[config.mk]
export PLATFORM = sky130hd
export DESIGN_NAME = srfm_top
export DESIGN_NICKNAME = d
export VERILOG_FILES = /design/src/hdl/srfm_pkg.sv /design/src/hdl/srfm_top.sv
export VERILOG_INCLUDE_DIRS = /design/src /design/src/hdl
export SDC_FILE = /design/constraint.sdc
export NUM_CORES = 1
export LEC_CHECK = 0
export BUFFER_PORTS_ARGS = -buffer_cell sky130_fd_sc_hd__buf_4
export CAP_MARGIN = 30
export CORE_ASPECT_RATIO = 2
export CORE_MARGIN = 1
export CORE_UTILIZATION = 40
export DETAILED_ROUTE_END_ITERATION = 7
export MAX_ROUTING_LAYER = met4
export PLACE_DENSITY = 0.71
export SYNTH_ARGS = -nofsm -noshare
export SYNTH_HDL_FRONTEND = slang
export SYNTH_SLANG_ARGS = --single-unit
[constraint.sdc]
create_clock -name aclk -period 2.17 [get_ports aclk]
set_clock_uncertainty 0.2 [all_clocks]
set_input_delay 0.434 -clock aclk [delete_from_list [all_inputs] [get_ports aclk]]
set_output_delay 0.434 -clock aclk [all_outputs]
set_load 0.01 [all_outputs]
[src/hdl/srfm_regs.svh]
`ifndef SRFM_REGS_SVH
`define SRFM_REGS_SVH
`define SRFM_CTRL_OFS 4'h0
`define SRFM_STAT_OFS 4'h4
`define SRFM_CTRL_CLR_BIT 0
`define SRFM_ST_SUM_BIT 0
`define SRFM_ST_BUCK_BIT 1
`define SRFM_ST_OC_BIT 2
`define SRFM_ST_UV_BIT 3
`define SRFM_ST_OV_BIT 4
`define SRFM_ST_PIN_BIT 5
`define SRFM_ST_GD_BIT 6
`define SRFM_ST_LV_BIT 7
`define SRFM_CLK_KHZ 250000
`define SRFM_OSC_KHZ 500
`define SRFM_TRIP_DLY 2
`define SRFM_HICCUP_MS 63
`endif

[src/hdl/srfm_pkg.sv]
`default_nettype none
package srfm_pkg;
  typedef enum logic [2:0] {
    SRFM_OFF,
    SRFM_SS,
    SRFM_RUN,
    SRFM_TRIP,
    SRFM_HICCUP
  } srfm_buck_st_t;
endpackage : srfm_pkg
`default_nettype wire

[src/hdl/srfm_top.sv]
`timescale 1ns/100ps
`default_nettype none
`include "srfm_regs.svh"
module srfm_top #(
  parameter int HICCUP_CYC = `SRFM_HICCUP_MS * (`SRFM_CLK_KHZ)
) (
  input wire logic aclk,
  input wire logic aresetn,
  input wire logic [31:0] s_axi_awaddr,
  input wire logic s_axi_awvalid,
  output logic s_axi_awready,
  input wire logic [31:0] s_axi_wdata,
  input wire logic [3:0] s_axi_wstrb,
  input wire logic s_axi_wvalid,
  output logic s_axi_wready,
  output logic [1:0] s_axi_bresp,
  output logic s_axi_bvalid,
  input wire logic s_axi_bready,
  input wire logic [31:0] s_axi_araddr,
  input wire logic s_axi_arvalid,
  output logic s_axi_arready,
  output logic [31:0] s_axi_rdata,
  output logic [1:0] s_axi_rresp,
  output logic s_axi_rvalid,
  input wire logic s_axi_rready,
  input wire logic oc1_cmp,
  input wire logic oc2_cmp,
  input wire logic uv_cmp,
  input wire logic ov_cmp,
  input wire logic buck_ss_done,
  input wire logic rail_ss_done,
  input wire logic en_pin,
  output logic buck_cycle_current_limit,
  output logic buck_pwm_en,
  output logic buck_ss_restart,
  output logic gate_drv_en,
  output logic gate_drv_pulldown,
  output logic vcc_highvolt_regulator,
  output logic vcc_lowvolt_regulator,
  output logic mcu_supply_regulator,
  output logic mcu_low_power,
  output logic vcc_select_switch_hv,
  output logic vcc_select_switch_lv,
  output logic cp_q14_on,
  output logic cp_q23_on,
  output logic fault_out_n
);
  localparam int OSC_DIV = `SRFM_CLK_KHZ / `SRFM_OSC_KHZ;
  localparam int NIN = 7;

  // input synchronisers: 3 flops, accept once 2nd and 3rd agree
  logic [NIN-1:0] s1_reg, s2_reg, s3_reg, filt_reg;
  always_ff @(posedge aclk) begin
    if (!aresetn) begin
      s1_reg <= '0;
      s2_reg <= '0;
      s3_reg <= '0;
      filt_reg <= '0;
    end else begin
      s1_reg <= {en_pin, rail_ss_done, buck_ss_done, ov_cmp, uv_cmp, oc2_cmp, oc1_cmp};
      s2_reg <= s1_reg;
      s3_reg <= s2_reg;
      filt_reg <= (s2_reg & s3_reg) | (filt_reg & (s2_reg ^ s3_reg));
    end
  end
  logic oc1, oc2, uv, ov, bss, rss, en;
  assign {en, rss, bss, ov, uv, oc2, oc1} = filt_reg;
  // only the buck sees the lower limit
  assign buck_cycle_current_limit = oc1;

  // oscillator tick and pump phase
  logic [8:0] osc_cnt_reg;
  logic osc_tick;
  assign osc_tick = (osc_cnt_reg == 9'(OSC_DIV - 1));
  always_ff @(posedge aclk) begin
    if (!aresetn)
      osc_cnt_reg <= '0;
    else if (osc_tick)
      osc_cnt_reg <= '0;
    else
      osc_cnt_reg <= osc_cnt_reg + 9'h1;
  end

  // buck sequencing
  srfm_pkg::srfm_buck_st_t st_reg;
  logic [1:0] trip_cnt_reg;
  logic [23:0] hic_cnt_reg;
  logic restart_reg;
  logic active;
  assign active = (st_reg == srfm_pkg::SRFM_SS) || (st_reg == srfm_pkg::SRFM_RUN);
  always_ff @(posedge aclk) begin
    if (!aresetn) begin
      st_reg <= srfm_pkg::SRFM_OFF;
      trip_cnt_reg <= '0;
      hic_cnt_reg <= '0;
      restart_reg <= 1'b0;
    end else begin
      restart_reg <= 1'b0;
      if (!en) begin
        st_reg <= srfm_pkg::SRFM_OFF;
      end else begin
        case (st_reg)
          srfm_pkg::SRFM_OFF: begin
            st_reg <= srfm_pkg::SRFM_SS;
            restart_reg <= 1'b1;
          end
          srfm_pkg::SRFM_SS, srfm_pkg::SRFM_RUN: begin
            if (oc2) begin
              st_reg <= srfm_pkg::SRFM_TRIP;
              trip_cnt_reg <= '0;
            end else if (uv) begin
              st_reg <= srfm_pkg::SRFM_HICCUP;
              hic_cnt_reg <= '0;
            end else if (st_reg == srfm_pkg::SRFM_SS && bss) begin
              st_reg <= srfm_pkg::SRFM_RUN;
            end
          end
          srfm_pkg::SRFM_TRIP: begin
            if (osc_tick) begin
              trip_cnt_reg <= trip_cnt_reg + 2'h1;
              if (trip_cnt_reg == 2'(`SRFM_TRIP_DLY - 1)) begin
                st_reg <= srfm_pkg::SRFM_HICCUP;
                hic_cnt_reg <= '0;
              end
            end
          end
          srfm_pkg::SRFM_HICCUP: begin
            if (hic_cnt_reg == 24'(HICCUP_CYC - 1)) begin
              st_reg <= srfm_pkg::SRFM_SS;
              restart_reg <= 1'b1;
            end else begin
              hic_cnt_reg <= hic_cnt_reg + 24'h1;
            end
          end
          default: st_reg <= srfm_pkg::SRFM_OFF;
        endcase
      end
    end
  end
  assign buck_ss_restart = restart_reg;

  // enable low pulse ends on the rising edge
  logic en_prev_reg;
  always_ff @(posedge aclk) begin
    if (!aresetn)
      en_prev_reg <= 1'b0;
    else
      en_prev_reg <= en;
  end

  // register bus
  function automatic logic reg_hit(input logic [31:0] addr, input logic [3:0] ofs);
    return addr[31:4] == 28'h0 && addr[3:0] == ofs;
  endfunction : reg_hit
  logic wr_fire, clr_wr, fault_clr;
  assign wr_fire = s_axi_awvalid && s_axi_wvalid && !s_axi_bvalid;
  assign s_axi_awready = wr_fire;
  assign s_axi_wready = wr_fire;
  assign clr_wr = wr_fire && reg_hit(s_axi_awaddr, `SRFM_CTRL_OFS)
    && s_axi_wstrb[0] && s_axi_wdata[`SRFM_CTRL_CLR_BIT];
  assign fault_clr = clr_wr || (en && !en_prev_reg);

  // latched status; a live event wins over a clear
  logic oc_st_reg, uv_st_reg, ov_st_reg, oc_pend_reg, uv_pend_reg;
  logic oc_set, uv_set, ov_set;
  assign oc_set = oc2 && active;
  assign uv_set = uv && active;
  assign ov_set = ov && en;
  always_ff @(posedge aclk) begin
    if (!aresetn) begin
      oc_st_reg <= 1'b0;
      uv_st_reg <= 1'b0;
      ov_st_reg <= 1'b0;
    end else begin
      oc_st_reg <= oc_set || (oc_st_reg && !fault_clr);
      uv_st_reg <= uv_set || (uv_st_reg && !fault_clr);
      ov_st_reg <= ov_set || (ov_st_reg && !fault_clr);
    end
  end
  // pin hold: released by the hardware itself
  always_ff @(posedge aclk) begin
    if (!aresetn) begin
      oc_pend_reg <= 1'b0;
      uv_pend_reg <= 1'b0;
    end else begin
      if (oc_set)
        oc_pend_reg <= 1'b1;
      else if (!oc2 && rss && st_reg == srfm_pkg::SRFM_RUN)
        oc_pend_reg <= 1'b0;
      if (uv_set)
        uv_pend_reg <= 1'b1;
      else if (!uv && rss && st_reg == srfm_pkg::SRFM_RUN)
        uv_pend_reg <= 1'b0;
    end
  end
  logic stat_any;
  assign stat_any = oc_st_reg || uv_st_reg || ov_st_reg;

  // rail and driver outputs, all registered except mcu_supply_regulator, which is tied high
  logic lv_on, cp_en, gd_on, pwm_on;
  logic gd_reg, lv_reg, cp_ph_reg, q14_reg, q23_reg, pwm_reg, fpin_reg;
  assign lv_on = en && st_reg == srfm_pkg::SRFM_RUN
    && !oc_pend_reg && !uv_pend_reg;
  assign cp_en = lv_on && !ov;
  assign gd_on = lv_on && !ov && !stat_any;
  assign pwm_on = active && !ov;
  always_ff @(posedge aclk) begin
    if (!aresetn) begin
      gd_reg <= 1'b0;
      lv_reg <= 1'b0;
      pwm_reg <= 1'b0;
      fpin_reg <= 1'b1;
    end else begin
      gd_reg <= gd_on;
      lv_reg <= lv_on;
      pwm_reg <= pwm_on || (st_reg == srfm_pkg::SRFM_TRIP && !ov);
      fpin_reg <= !(oc_pend_reg || uv_pend_reg || ov);
    end
  end
  always_ff @(posedge aclk) begin
    if (!aresetn) begin
      cp_ph_reg <= 1'b0;
      q14_reg <= 1'b0;
      q23_reg <= 1'b0;
    end else begin
      if (osc_tick)
        cp_ph_reg <= !cp_ph_reg;
      // single phase flop drives both pairs, so they cannot overlap
      q14_reg <= cp_en && cp_ph_reg;
      q23_reg <= cp_en && !cp_ph_reg;
    end
  end
  assign gate_drv_en = gd_reg;
  assign gate_drv_pulldown = !gd_reg;
  assign vcc_lowvolt_regulator = lv_reg;
  assign vcc_select_switch_lv = lv_reg;
  assign vcc_highvolt_regulator = !lv_reg;
  assign vcc_select_switch_hv = !lv_reg;
  assign mcu_supply_regulator = 1'b1;
  assign mcu_low_power = !en_prev_reg;
  assign buck_pwm_en = pwm_reg;
  assign cp_q14_on = q14_reg;
  assign cp_q23_on = q23_reg;
  assign fault_out_n = fpin_reg;

  // write response
  always_ff @(posedge aclk) begin
    if (!aresetn) begin
      s_axi_bvalid <= 1'b0;
      s_axi_bresp <= 2'h0;
    end else if (wr_fire) begin
      s_axi_bvalid <= 1'b1;
      s_axi_bresp <= (reg_hit(s_axi_awaddr, `SRFM_CTRL_OFS)
        || reg_hit(s_axi_awaddr, `SRFM_STAT_OFS)) ? 2'h0 : 2'h2;
    end else if (s_axi_bready) begin
      s_axi_bvalid <= 1'b0;
    end
  end

  // read path
  logic [31:0] stat_word;
  always_comb begin
    stat_word = 32'h0;
    stat_word[`SRFM_ST_SUM_BIT] = stat_any;
    stat_word[`SRFM_ST_BUCK_BIT] = stat_any;
    stat_word[`SRFM_ST_OC_BIT] = oc_st_reg;
    stat_word[`SRFM_ST_UV_BIT] = uv_st_reg;
    stat_word[`SRFM_ST_OV_BIT] = ov_st_reg;
    stat_word[`SRFM_ST_PIN_BIT] = !fpin_reg;
    stat_word[`SRFM_ST_GD_BIT] = gd_reg;
    stat_word[`SRFM_ST_LV_BIT] = lv_reg;
  end
  assign s_axi_arready = !s_axi_rvalid;
  always_ff @(posedge aclk) begin
    if (!aresetn) begin
      s_axi_rvalid <= 1'b0;
      s_axi_rdata <= 32'h0;
      s_axi_rresp <= 2'h0;
    end else if (s_axi_arvalid && !s_axi_rvalid) begin
      s_axi_rvalid <= 1'b1;
      s_axi_rresp <= 2'h0;
      s_axi_rdata <= 32'h0;
      if (reg_hit(s_axi_araddr, `SRFM_STAT_OFS))
        s_axi_rdata <= stat_word;
      else if (!reg_hit(s_axi_araddr, `SRFM_CTRL_OFS))
        s_axi_rresp <= 2'h2;
    end else if (s_axi_rready) begin
      s_axi_rvalid <= 1'b0;
    end
  end

  // checks
  a_oc_latch: assert property (@(posedge aclk) disable iff (!aresetn)
    oc_set |=> oc_st_reg ##1 !fault_out_n)
    else $error("overcurrent not latched");
  a_uv_latch: assert property (@(posedge aclk) disable iff (!aresetn)
    uv_set |=> uv_st_reg
    && (st_reg == srfm_pkg::SRFM_HICCUP || st_reg == srfm_pkg::SRFM_TRIP))
    else $error("undervoltage not latched");
  a_ov_halt: assert property (@(posedge aclk) disable iff (!aresetn)
    ov |=> !cp_q14_on && !cp_q23_on && !buck_pwm_en && !gate_drv_en)
    else $error("overvoltage did not halt");
  a_clear_hold: assert property (@(posedge aclk) disable iff (!aresetn)
    stat_any && !fault_clr |=> stat_any)
    else $error("flag cleared without clear");
  a_pump_gap: assert property (@(posedge aclk) disable iff (!aresetn)
    !(cp_q14_on && cp_q23_on))
    else $error("pump pairs overlap");
  a_pump_half: assert property (@(posedge aclk) disable iff (!aresetn)
    osc_tick |=> cp_ph_reg != $past(cp_ph_reg))
    else $error("pump phase missed tick");
  a_ldo_pair: assert property (@(posedge aclk) disable iff (!aresetn)
    st_reg != srfm_pkg::SRFM_RUN |=> vcc_highvolt_regulator && vcc_select_switch_hv
    && !vcc_select_switch_lv)
    else $error("vcc source select broken");
  a_lv_select: assert property (@(posedge aclk) disable iff (!aresetn)
    en && st_reg == srfm_pkg::SRFM_RUN && !oc_pend_reg && !uv_pend_reg
    |=> vcc_lowvolt_regulator && vcc_select_switch_lv && !vcc_highvolt_regulator)
    else $error("lv ldo not selected");
  a_shutdown_rails: assert property (@(posedge aclk) disable iff (!aresetn)
    !en ##1 !en |=> !vcc_lowvolt_regulator && mcu_low_power && !buck_pwm_en)
    else $error("shutdown rails wrong");
  a_trip_stop: assert property (@(posedge aclk) disable iff (!aresetn)
    $rose(st_reg == srfm_pkg::SRFM_HICCUP) && $past(st_reg) == srfm_pkg::SRFM_TRIP
    |=> !buck_pwm_en)
    else $error("buck still switching in hiccup");
  a_limit_quiet: assert property (@(posedge aclk) disable iff (!aresetn)
    oc1 && !oc2 && !uv && !ov && !stat_any && !oc_pend_reg && !uv_pend_reg
    ##1 !oc2 && !uv && !ov |=> fault_out_n)
    else $error("cycle limit touched fault pin");
endmodule : srfm_top
`default_nettype wire

## Yosys cells after proc, flatten, opt, wreduce, memory -nomap -nowiden

Cells that the tools add are included.

- Register bits: 118
- Bits in latches: 0
- Memory bits (writable): 0
- Memory bits (read-only): 0
- Input bits: 114
- Output and inout bits: 55
- Logic and storage cells: 156
- Memories kept: 0

- $add $sub $neg: 3
- Multiply operators: 0
- Div/mod/pow operators: 0
- Order comparisons: 0
- Equality and inequality tests: 17
- Shifts and indexed selects: 0
- Mux-type cells: 30
- Bitwise operators: 5
- Reduce and logical (&&, ||, !) cells: 74

Operators with widths:

| kind | count |
|---|---|
| two-way mux 24 bit | 5 |
| one-hot mux 24 bit (3 select lines) | 1 |
| zero test 28 bit | 2 |
| logical AND 1 bit | 31 |
| adder 24 x 1 -> 24 bit, second input constant | 1 |
| equality test 24 bit, second input constant | 1 |
| two-way mux 3 bit | 6 |
| zero test 1 bit | 15 |
| bitwise AND 7 bit | 2 |
| != test 2 bit, second input constant | 7 |
| one-hot mux 3 bit (4 select lines) | 1 |
| logical OR 1 bit | 11 |
| two-way mux 2 bit | 5 |
| nonzero test 2 bit | 5 |
| adder 9 x 1 -> 9 bit, second input constant | 1 |
| equality test 9 bit, second input constant | 1 |
| two-way mux 1 bit | 9 |
| equality test 4 x 3 -> 1 bit, second input constant | 2 |
| zero test 4 bit | 2 |
| two-way mux 8 bit | 1 |
| AND reduction 4 bit | 2 |
| OR 7 bit | 1 |
| AND reduction 7 bit | 1 |
| bitwise XOR 7 bit | 1 |
| 13 further kinds | 15 |

## Longest topological paths before layout

- Depth in word-level cells: 9
- Mapped depth: 8
- Mapped depth without buffers: 6

## Least setup slack after synthesis

No wires, ideal clock.

- Kind: register to register
- Start: register hic_cnt_reg[0]
- End: register hic_cnt_reg[20]
- Library setup time: 0.073 ns
- Arrival: 1.819 ns
- Data required time: 1.897 ns
- Slack: 0.078 ns
- Cell stages (with the launch flop): 7
- Buffers on the path: 0
- Period minus slack after synthesis: 2.092 ns
- Cell sequence: dfxtp_1 -> ha_1 -> nand3_1 -> nor4_1 -> nand3_1 -> o31a_1 -> a31oi_4

- Cells in the longest elaborated chain, start to end: 3
- Elaborated cells between the ends (all ways): 6
- Classes of those cells: add/sub: 1; eq/ne: 2; mux: 2; reduce/logical: 1

RTL lines:

| what | RTL line | source |
|---|---|---|
| from (decl) | srfm_top.sv:87 | `logic [23:0] hic_cnt_reg;` |
| from (signal assigned) | srfm_top.sv:132 | `hic_cnt_reg <= hic_cnt_reg + 24'h1;` |
| adder 24 x 1 -> 24 bit / equality test 24 bit (equally long branches) | srfm_top.sv:132, srfm_top.sv:128 |  |
| two-way mux 24 bit / != test 2 bit (equally long branches) | -- |  |
| one-hot mux 24 bit (3 select lines) / AND reduction 7 bit (equally long branches) | -- |  |

Several ways; a longest one is shown, not always the timed one. The select of a mux whose other input is x is not followed.
A chain may end at the register's enable or synchronous reset.

## Final worst setup path

- Start: register hic_cnt_reg[7]
- End: register hic_cnt_reg[9]

Same word-level chain as after synthesis.

==> impl_metrics.xml <==
<?xml version="1.0" encoding="UTF-8"?>
<metrics>
  <group name="clocking">
    <metric name="tritoncts.num_buffers" unit="">9</metric>
    <metric name="ctsHoldBuffers" unit="">0</metric>
    <metric name="ctsLongestPathBuffers" unit="">2</metric>
    <metric name="cts_num_sinks" unit="">91</metric>
    <metric name="clock_transition_at_the_register_clock_pins_on_the_worst_setup_and_hold_paths_after_cts" unit="ns">0.07</metric>
    <metric name="clock_root_buffer" unit="">sky130_fd_sc_hd__clkbuf_16</metric>
    <metric name="cts-htree-levels" unit="">3</metric>
    <metric name="cts_tree" unit="">built</metric>
    <metric name="worst_skew_pair.late_latency" unit="ns">0.35</metric>
  </group>
  <group name="placement">
    <metric name="dp.final_hpwl" unit="mm">9.05</metric>
    <metric name="dp_cells" unit="">756</metric>
    <metric name="io_buffers" unit="">107</metric>
    <metric name="place.gp.congestion" unit="">0.879</metric>
  </group>
  <group name="min_path">
    <metric name="hp-class" unit="">in -&gt; reg</metric>
    <metric name="min_to" unit="">s_axi_rvalid$_SDFFE_PN0P_</metric>
    <metric name="worst_hold_startpoint" unit="">s_axi_rready</metric>
    <metric name="hold_path_depth" unit="">2</metric>
  </group>
  <group name="routing">
    <metric name="routed_wirelength" unit="mm">11.7</metric>
    <metric name="route.vias.total" unit="">4104</metric>
    <metric name="post-route-drc-count" unit="">0</metric>
    <metric name="routed_via_density" unit="">5.29</metric>
    <metric name="detail_route.wl_per_cell" unit="um">15.1</metric>
    <metric name="drt-pass1-iter-count" unit="">4</metric>
    <metric name="first_iter_violations" unit="">192</metric>
    <metric name="ant_nets" unit="">0</metric>
  </group>
  <group name="global_route">
    <metric name="grt_antenna_before_repair" unit="">0</metric>
    <metric name="grt_pass1_wl" unit="mm">18.4</metric>
    <metric name="number_of_global_route_vias_before_repair" unit="">4040</metric>
    <metric name="grt.overflow.total" unit="">0</metric>
    <metric name="grt_start_max_net_pins" unit="">23</metric>
    <metric name="globalRouteTotalUtil" unit="%">21.1</metric>
  </group>
  <group name="sta">
    <metric name="final_period_minus_worst_setup_slack" unit="ns">2.19</metric>
    <metric name="setup_tns" unit="ns">-0.0229</metric>
    <metric name="worst_slew_pin_slew" unit="ns">0.660</metric>
    <metric name="maxClockFrequency" unit="GHz">0.457</metric>
    <metric name="setup_viol" unit="">2</metric>
    <metric name="fin_crit_sh" unit="%">101</metric>
    <metric name="final_max_slew_viol_count" unit="">0</metric>
    <metric name="unrepaired_setup_endpoints_after_global_routing" unit="">yes</metric>
    <metric name="timing.max_slew.rel_slack" unit="%">55.4</metric>
    <metric name="final_critical_path_setup_slack" unit="ns">-0.0166</metric>
    <metric name="hold_vio_cnt_final" unit="">0</metric>
  </group>
  <group name="layout">
    <metric name="regArea" unit="um^2">1820</metric>
    <metric name="multiInputGateArea" unit="um^2">2310</metric>
    <metric name="areaGrowthSynthToFinish" unit="%">35.9</metric>
    <metric name="stdcell_count" unit="">776</metric>
    <metric name="utilization" unit="%">56.1</metric>
    <metric name="drive_gt1_share" unit="%">33.8</metric>
    <metric name="final_net_count" unit="">758</metric>
    <metric name="ant_diodes" unit="">0</metric>
    <metric name="largest_reg_flops" unit="">24</metric>
    <metric name="fill_cells" unit="">1002</metric>
  </group>
  <group name="synth">
    <metric name="post-synth-top-area-cell" unit="">sky130_fd_sc_hd__dfxtp_1</metric>
    <metric name="synthXorXnorAreaFrac" unit="%">1.80</metric>
    <metric name="ys_types" unit="">71</metric>
    <metric name="yosys.area.top_type_share" unit="%">41.6</metric>
    <metric name="netlist_top_cells_count" unit="">91 x sky130_fd_sc_hd__dfxtp_1, 48 x sky130_fd_sc_hd__nor2_1, 36 x sky130_fd_sc_hd__nand2_1, 32 x sky130_fd_sc_hd__buf_4</metric>
    <metric name="gate_count_after_technology_mapping" unit="">488</metric>
    <metric name="yosys-top-cells-area" unit="">sky130_fd_sc_hd__dfxtp_1 42%, sky130_fd_sc_hd__buf_4 5.5%, sky130_fd_sc_hd__nor2_1 4.1%</metric>
    <metric name="async_flop_share" unit="%">0</metric>
    <metric name="synth_seq_cells" unit="">91</metric>
    <metric name="syn-cell-area" unit="um^2">4380</metric>
    <metric name="main_combinational_cell_family_by_area_after_synthesis" unit="">simple AND/OR/NAND/NOR gates</metric>
    <metric name="synth_mux_area_share" unit="%">0.743</metric>
    <metric name="synth_enable_flop_cells" unit="">0</metric>
    <metric name="yosysSeqAreaShare" unit="%">41.6</metric>
    <metric name="synth_adder_area_share" unit="%">3.09</metric>
    <metric name="synth_simple_gate_area_share" unit="%">27.4</metric>
    <metric name="most_used_dff_post_synth" unit="">sky130_fd_sc_hd__dfxtp_1</metric>
    <metric name="cell_with_the_most_instances_after_synthesis" unit="">sky130_fd_sc_hd__dfxtp_1</metric>
    <metric name="post_synth.cell_area_avg" unit="um^2">8.97</metric>
    <metric name="yosys_warnings" unit="">0</metric>
    <metric name="synth_compound_area_share" unit="%">15.9</metric>
  </group>
  <group name="die">
    <metric name="floorplan.io_pins" unit="">169</metric>
    <metric name="core_region_area" unit="um^2">10600</metric>
    <metric name="die-width" unit="um">76.0</metric>
    <metric name="die_height" unit="um">150</metric>
    <metric name="initial_core_util" unit="%">41.3</metric>
    <metric name="dieArea" unit="um^2">11400</metric>
    <metric name="rows" unit="">53</metric>
  </group>
  <group name="setup_path">
    <metric name="worst_r2r_startpoint" unit="">hic_cnt_reg[7]$_SDFFE_PN0P_</metric>
    <metric name="startpoint_type" unit="">register</metric>
    <metric name="r2r-end" unit="">hic_cnt_reg[9]$_SDFFE_PN0P_</metric>
    <metric name="cp-end-kind" unit="">register</metric>
    <metric name="timing.setup.critical_path_class" unit="">reg -&gt; reg</metric>
    <metric name="critPathRequiredTime" unit="ns">2.21</metric>
    <metric name="critical_path.max_fanout" unit="">5</metric>
    <metric name="worst_reg_to_reg_setup_slack" unit="ns">-0.02</metric>
    <metric name="critical_path_arrival" unit="ns">2.22</metric>
    <metric name="worst-r2r-cell-count" unit="">6</metric>
  </group>
  <group name="run_status">
    <metric name="outcome" unit="">finished, violations left</metric>
    <metric name="violated_checks" unit="">setup timing</metric>
  </group>
  <group name="job">
    <metric name="drv_cap" unit="">0</metric>
  </group>
  <group name="power">
    <metric name="irDropWorstVdd" unit="V">0.000403</metric>
    <metric name="power.density_cell_area" unit="nW/um^2">616</metric>
    <metric name="power_leakage" unit="nW">2.43</metric>
  </group>
</metrics>
[worst max-delay path, stage by stage, from the launching register on]
cell and delay (ns):
sky130_fd_sc_hd__dfxtp_2 0.34, sky130_fd_sc_hd__or4_4 0.55, sky130_fd_sc_hd__nor4_4 0.27, sky130_fd_sc_hd__and3_4 0.29, sky130_fd_sc_hd__buf_4 0.13, sky130_fd_sc_hd__o311ai_0 0.18
sky130_fd_sc_hd__o41ai_1 0.11
[what timing repair did]
item                       CTS  global route
hold endpoints to repair     0             0
gates cloned                 0             0
setup endpoints to repair   25            17
setup buffers                3             1
pin swaps                    1             2
gates resized for setup      5            14
[cell families after synthesis]
logic type / Yosys count
simple gates: 214
flops: 91
compound gates: 88
buf+inv: 71
fa+ha+maj: 11
xor+xnor: 9
other cells: 2
mux: 2
[cell type report]
type | instances | area share (%)
Inverter | 19 | 1.20
Clock buffer | 9 | 3.78
Tap cell | 137 | 2.88
Multi-Input combinational cell | 351 | 38.8
Sequential cell | 91 | 30.6
Timing Repair Buffer | 162 | 21.0
Clock inverter | 7 | 1.68
[where the power goes]
| group | internal (mW) | switching, mW | leakage, nW |
|---|---|---|---|
| registers | 1.70 | 0.0156 | 0.739 |
| logic | 0.149 | 0.117 | 1.53 |
| clock network | 1.02 | 0.668 | 0.160 |
[metrics by stage]
| step | cell area (um^2) | power, mW | worst slack [ns] | hold slack [ns] |
|---|---|---|---|---|
| 2_1_floorplan | 4470 | 1.89 | 0.0776 | 0.212 |
| 3_3_place_gp | 5510 | 2.01 | -0.0786 | 0.219 |
| 3_5_place_dp | 5510 | 2.01 | -0.140 | 0.219 |
| 4_1_cts | 5890 | 3.70 | 0.00512 | 0.0737 |
| 5_1_grt | 5950 | 3.79 | -0.0458 | 0.0830 |
| 6_report | 5950 | 3.67 | -0.0166 | 0.0804 |
[worst max-delay path by stage]
stage                     depth (start not counted)  slack [ns]                         from                           end
after global routing                              5       -0.05  hic_cnt_reg[7]$_SDFFE_PN0P_        st_reg[0]$_SDFFE_PN0P_
after floorplan                                   6        0.08  hic_cnt_reg[0]$_SDFFE_PN0P_  hic_cnt_reg[20]$_SDFFE_PN0P_
after CTS                                         5       0.005  hic_cnt_reg[7]$_SDFFE_PN0P_        st_reg[0]$_SDFFE_PN0P_
final                                             6       -0.02  hic_cnt_reg[7]$_SDFFE_PN0P_   hic_cnt_reg[9]$_SDFFE_PN0P_
after global placement                            6       -0.08  hic_cnt_reg[0]$_SDFFE_PN0P_   hic_cnt_reg[5]$_SDFFE_PN0P_
after detailed placement                          6       -0.14    osc_cnt_reg[0]$_SDFF_PP0_  hic_cnt_reg[15]$_SDFFE_PN0P_
[layout by cell type, fill, tap and decap left out, drive strengths merged, types with 4 or more instances in the layout]
master,netlist,routed
a21oi,21,21
a2bb2oi,4,4
a31oi,15,15
a32oi,5,5
and2,22,22
and3,5,5
buf,41,162
clkbuf,11,9
clkinv,0,4
conb,2,27
dfxtp,91,91
ha,10,10
inv,19,20
nand2,36,36
nand2b,5,5
nand3,23,23
nand4,14,14
nor2,49,49
nor3,13,13
nor4,24,24
o211ai,7,7
o21ai,6,6
or4,6,6
xnor2,6,6
[routing by layer]
metal	GRT usage (%)	vias to the layer above	share of wire (%)
met4	10.9	0	3.1
met3	3.66	26	3.8
li1	-	2001	-
met1	18.7	1962	35
met2	41.9	115	58
met5	-	-	0
Note: power is estimated with default switching activity, not from simulation.
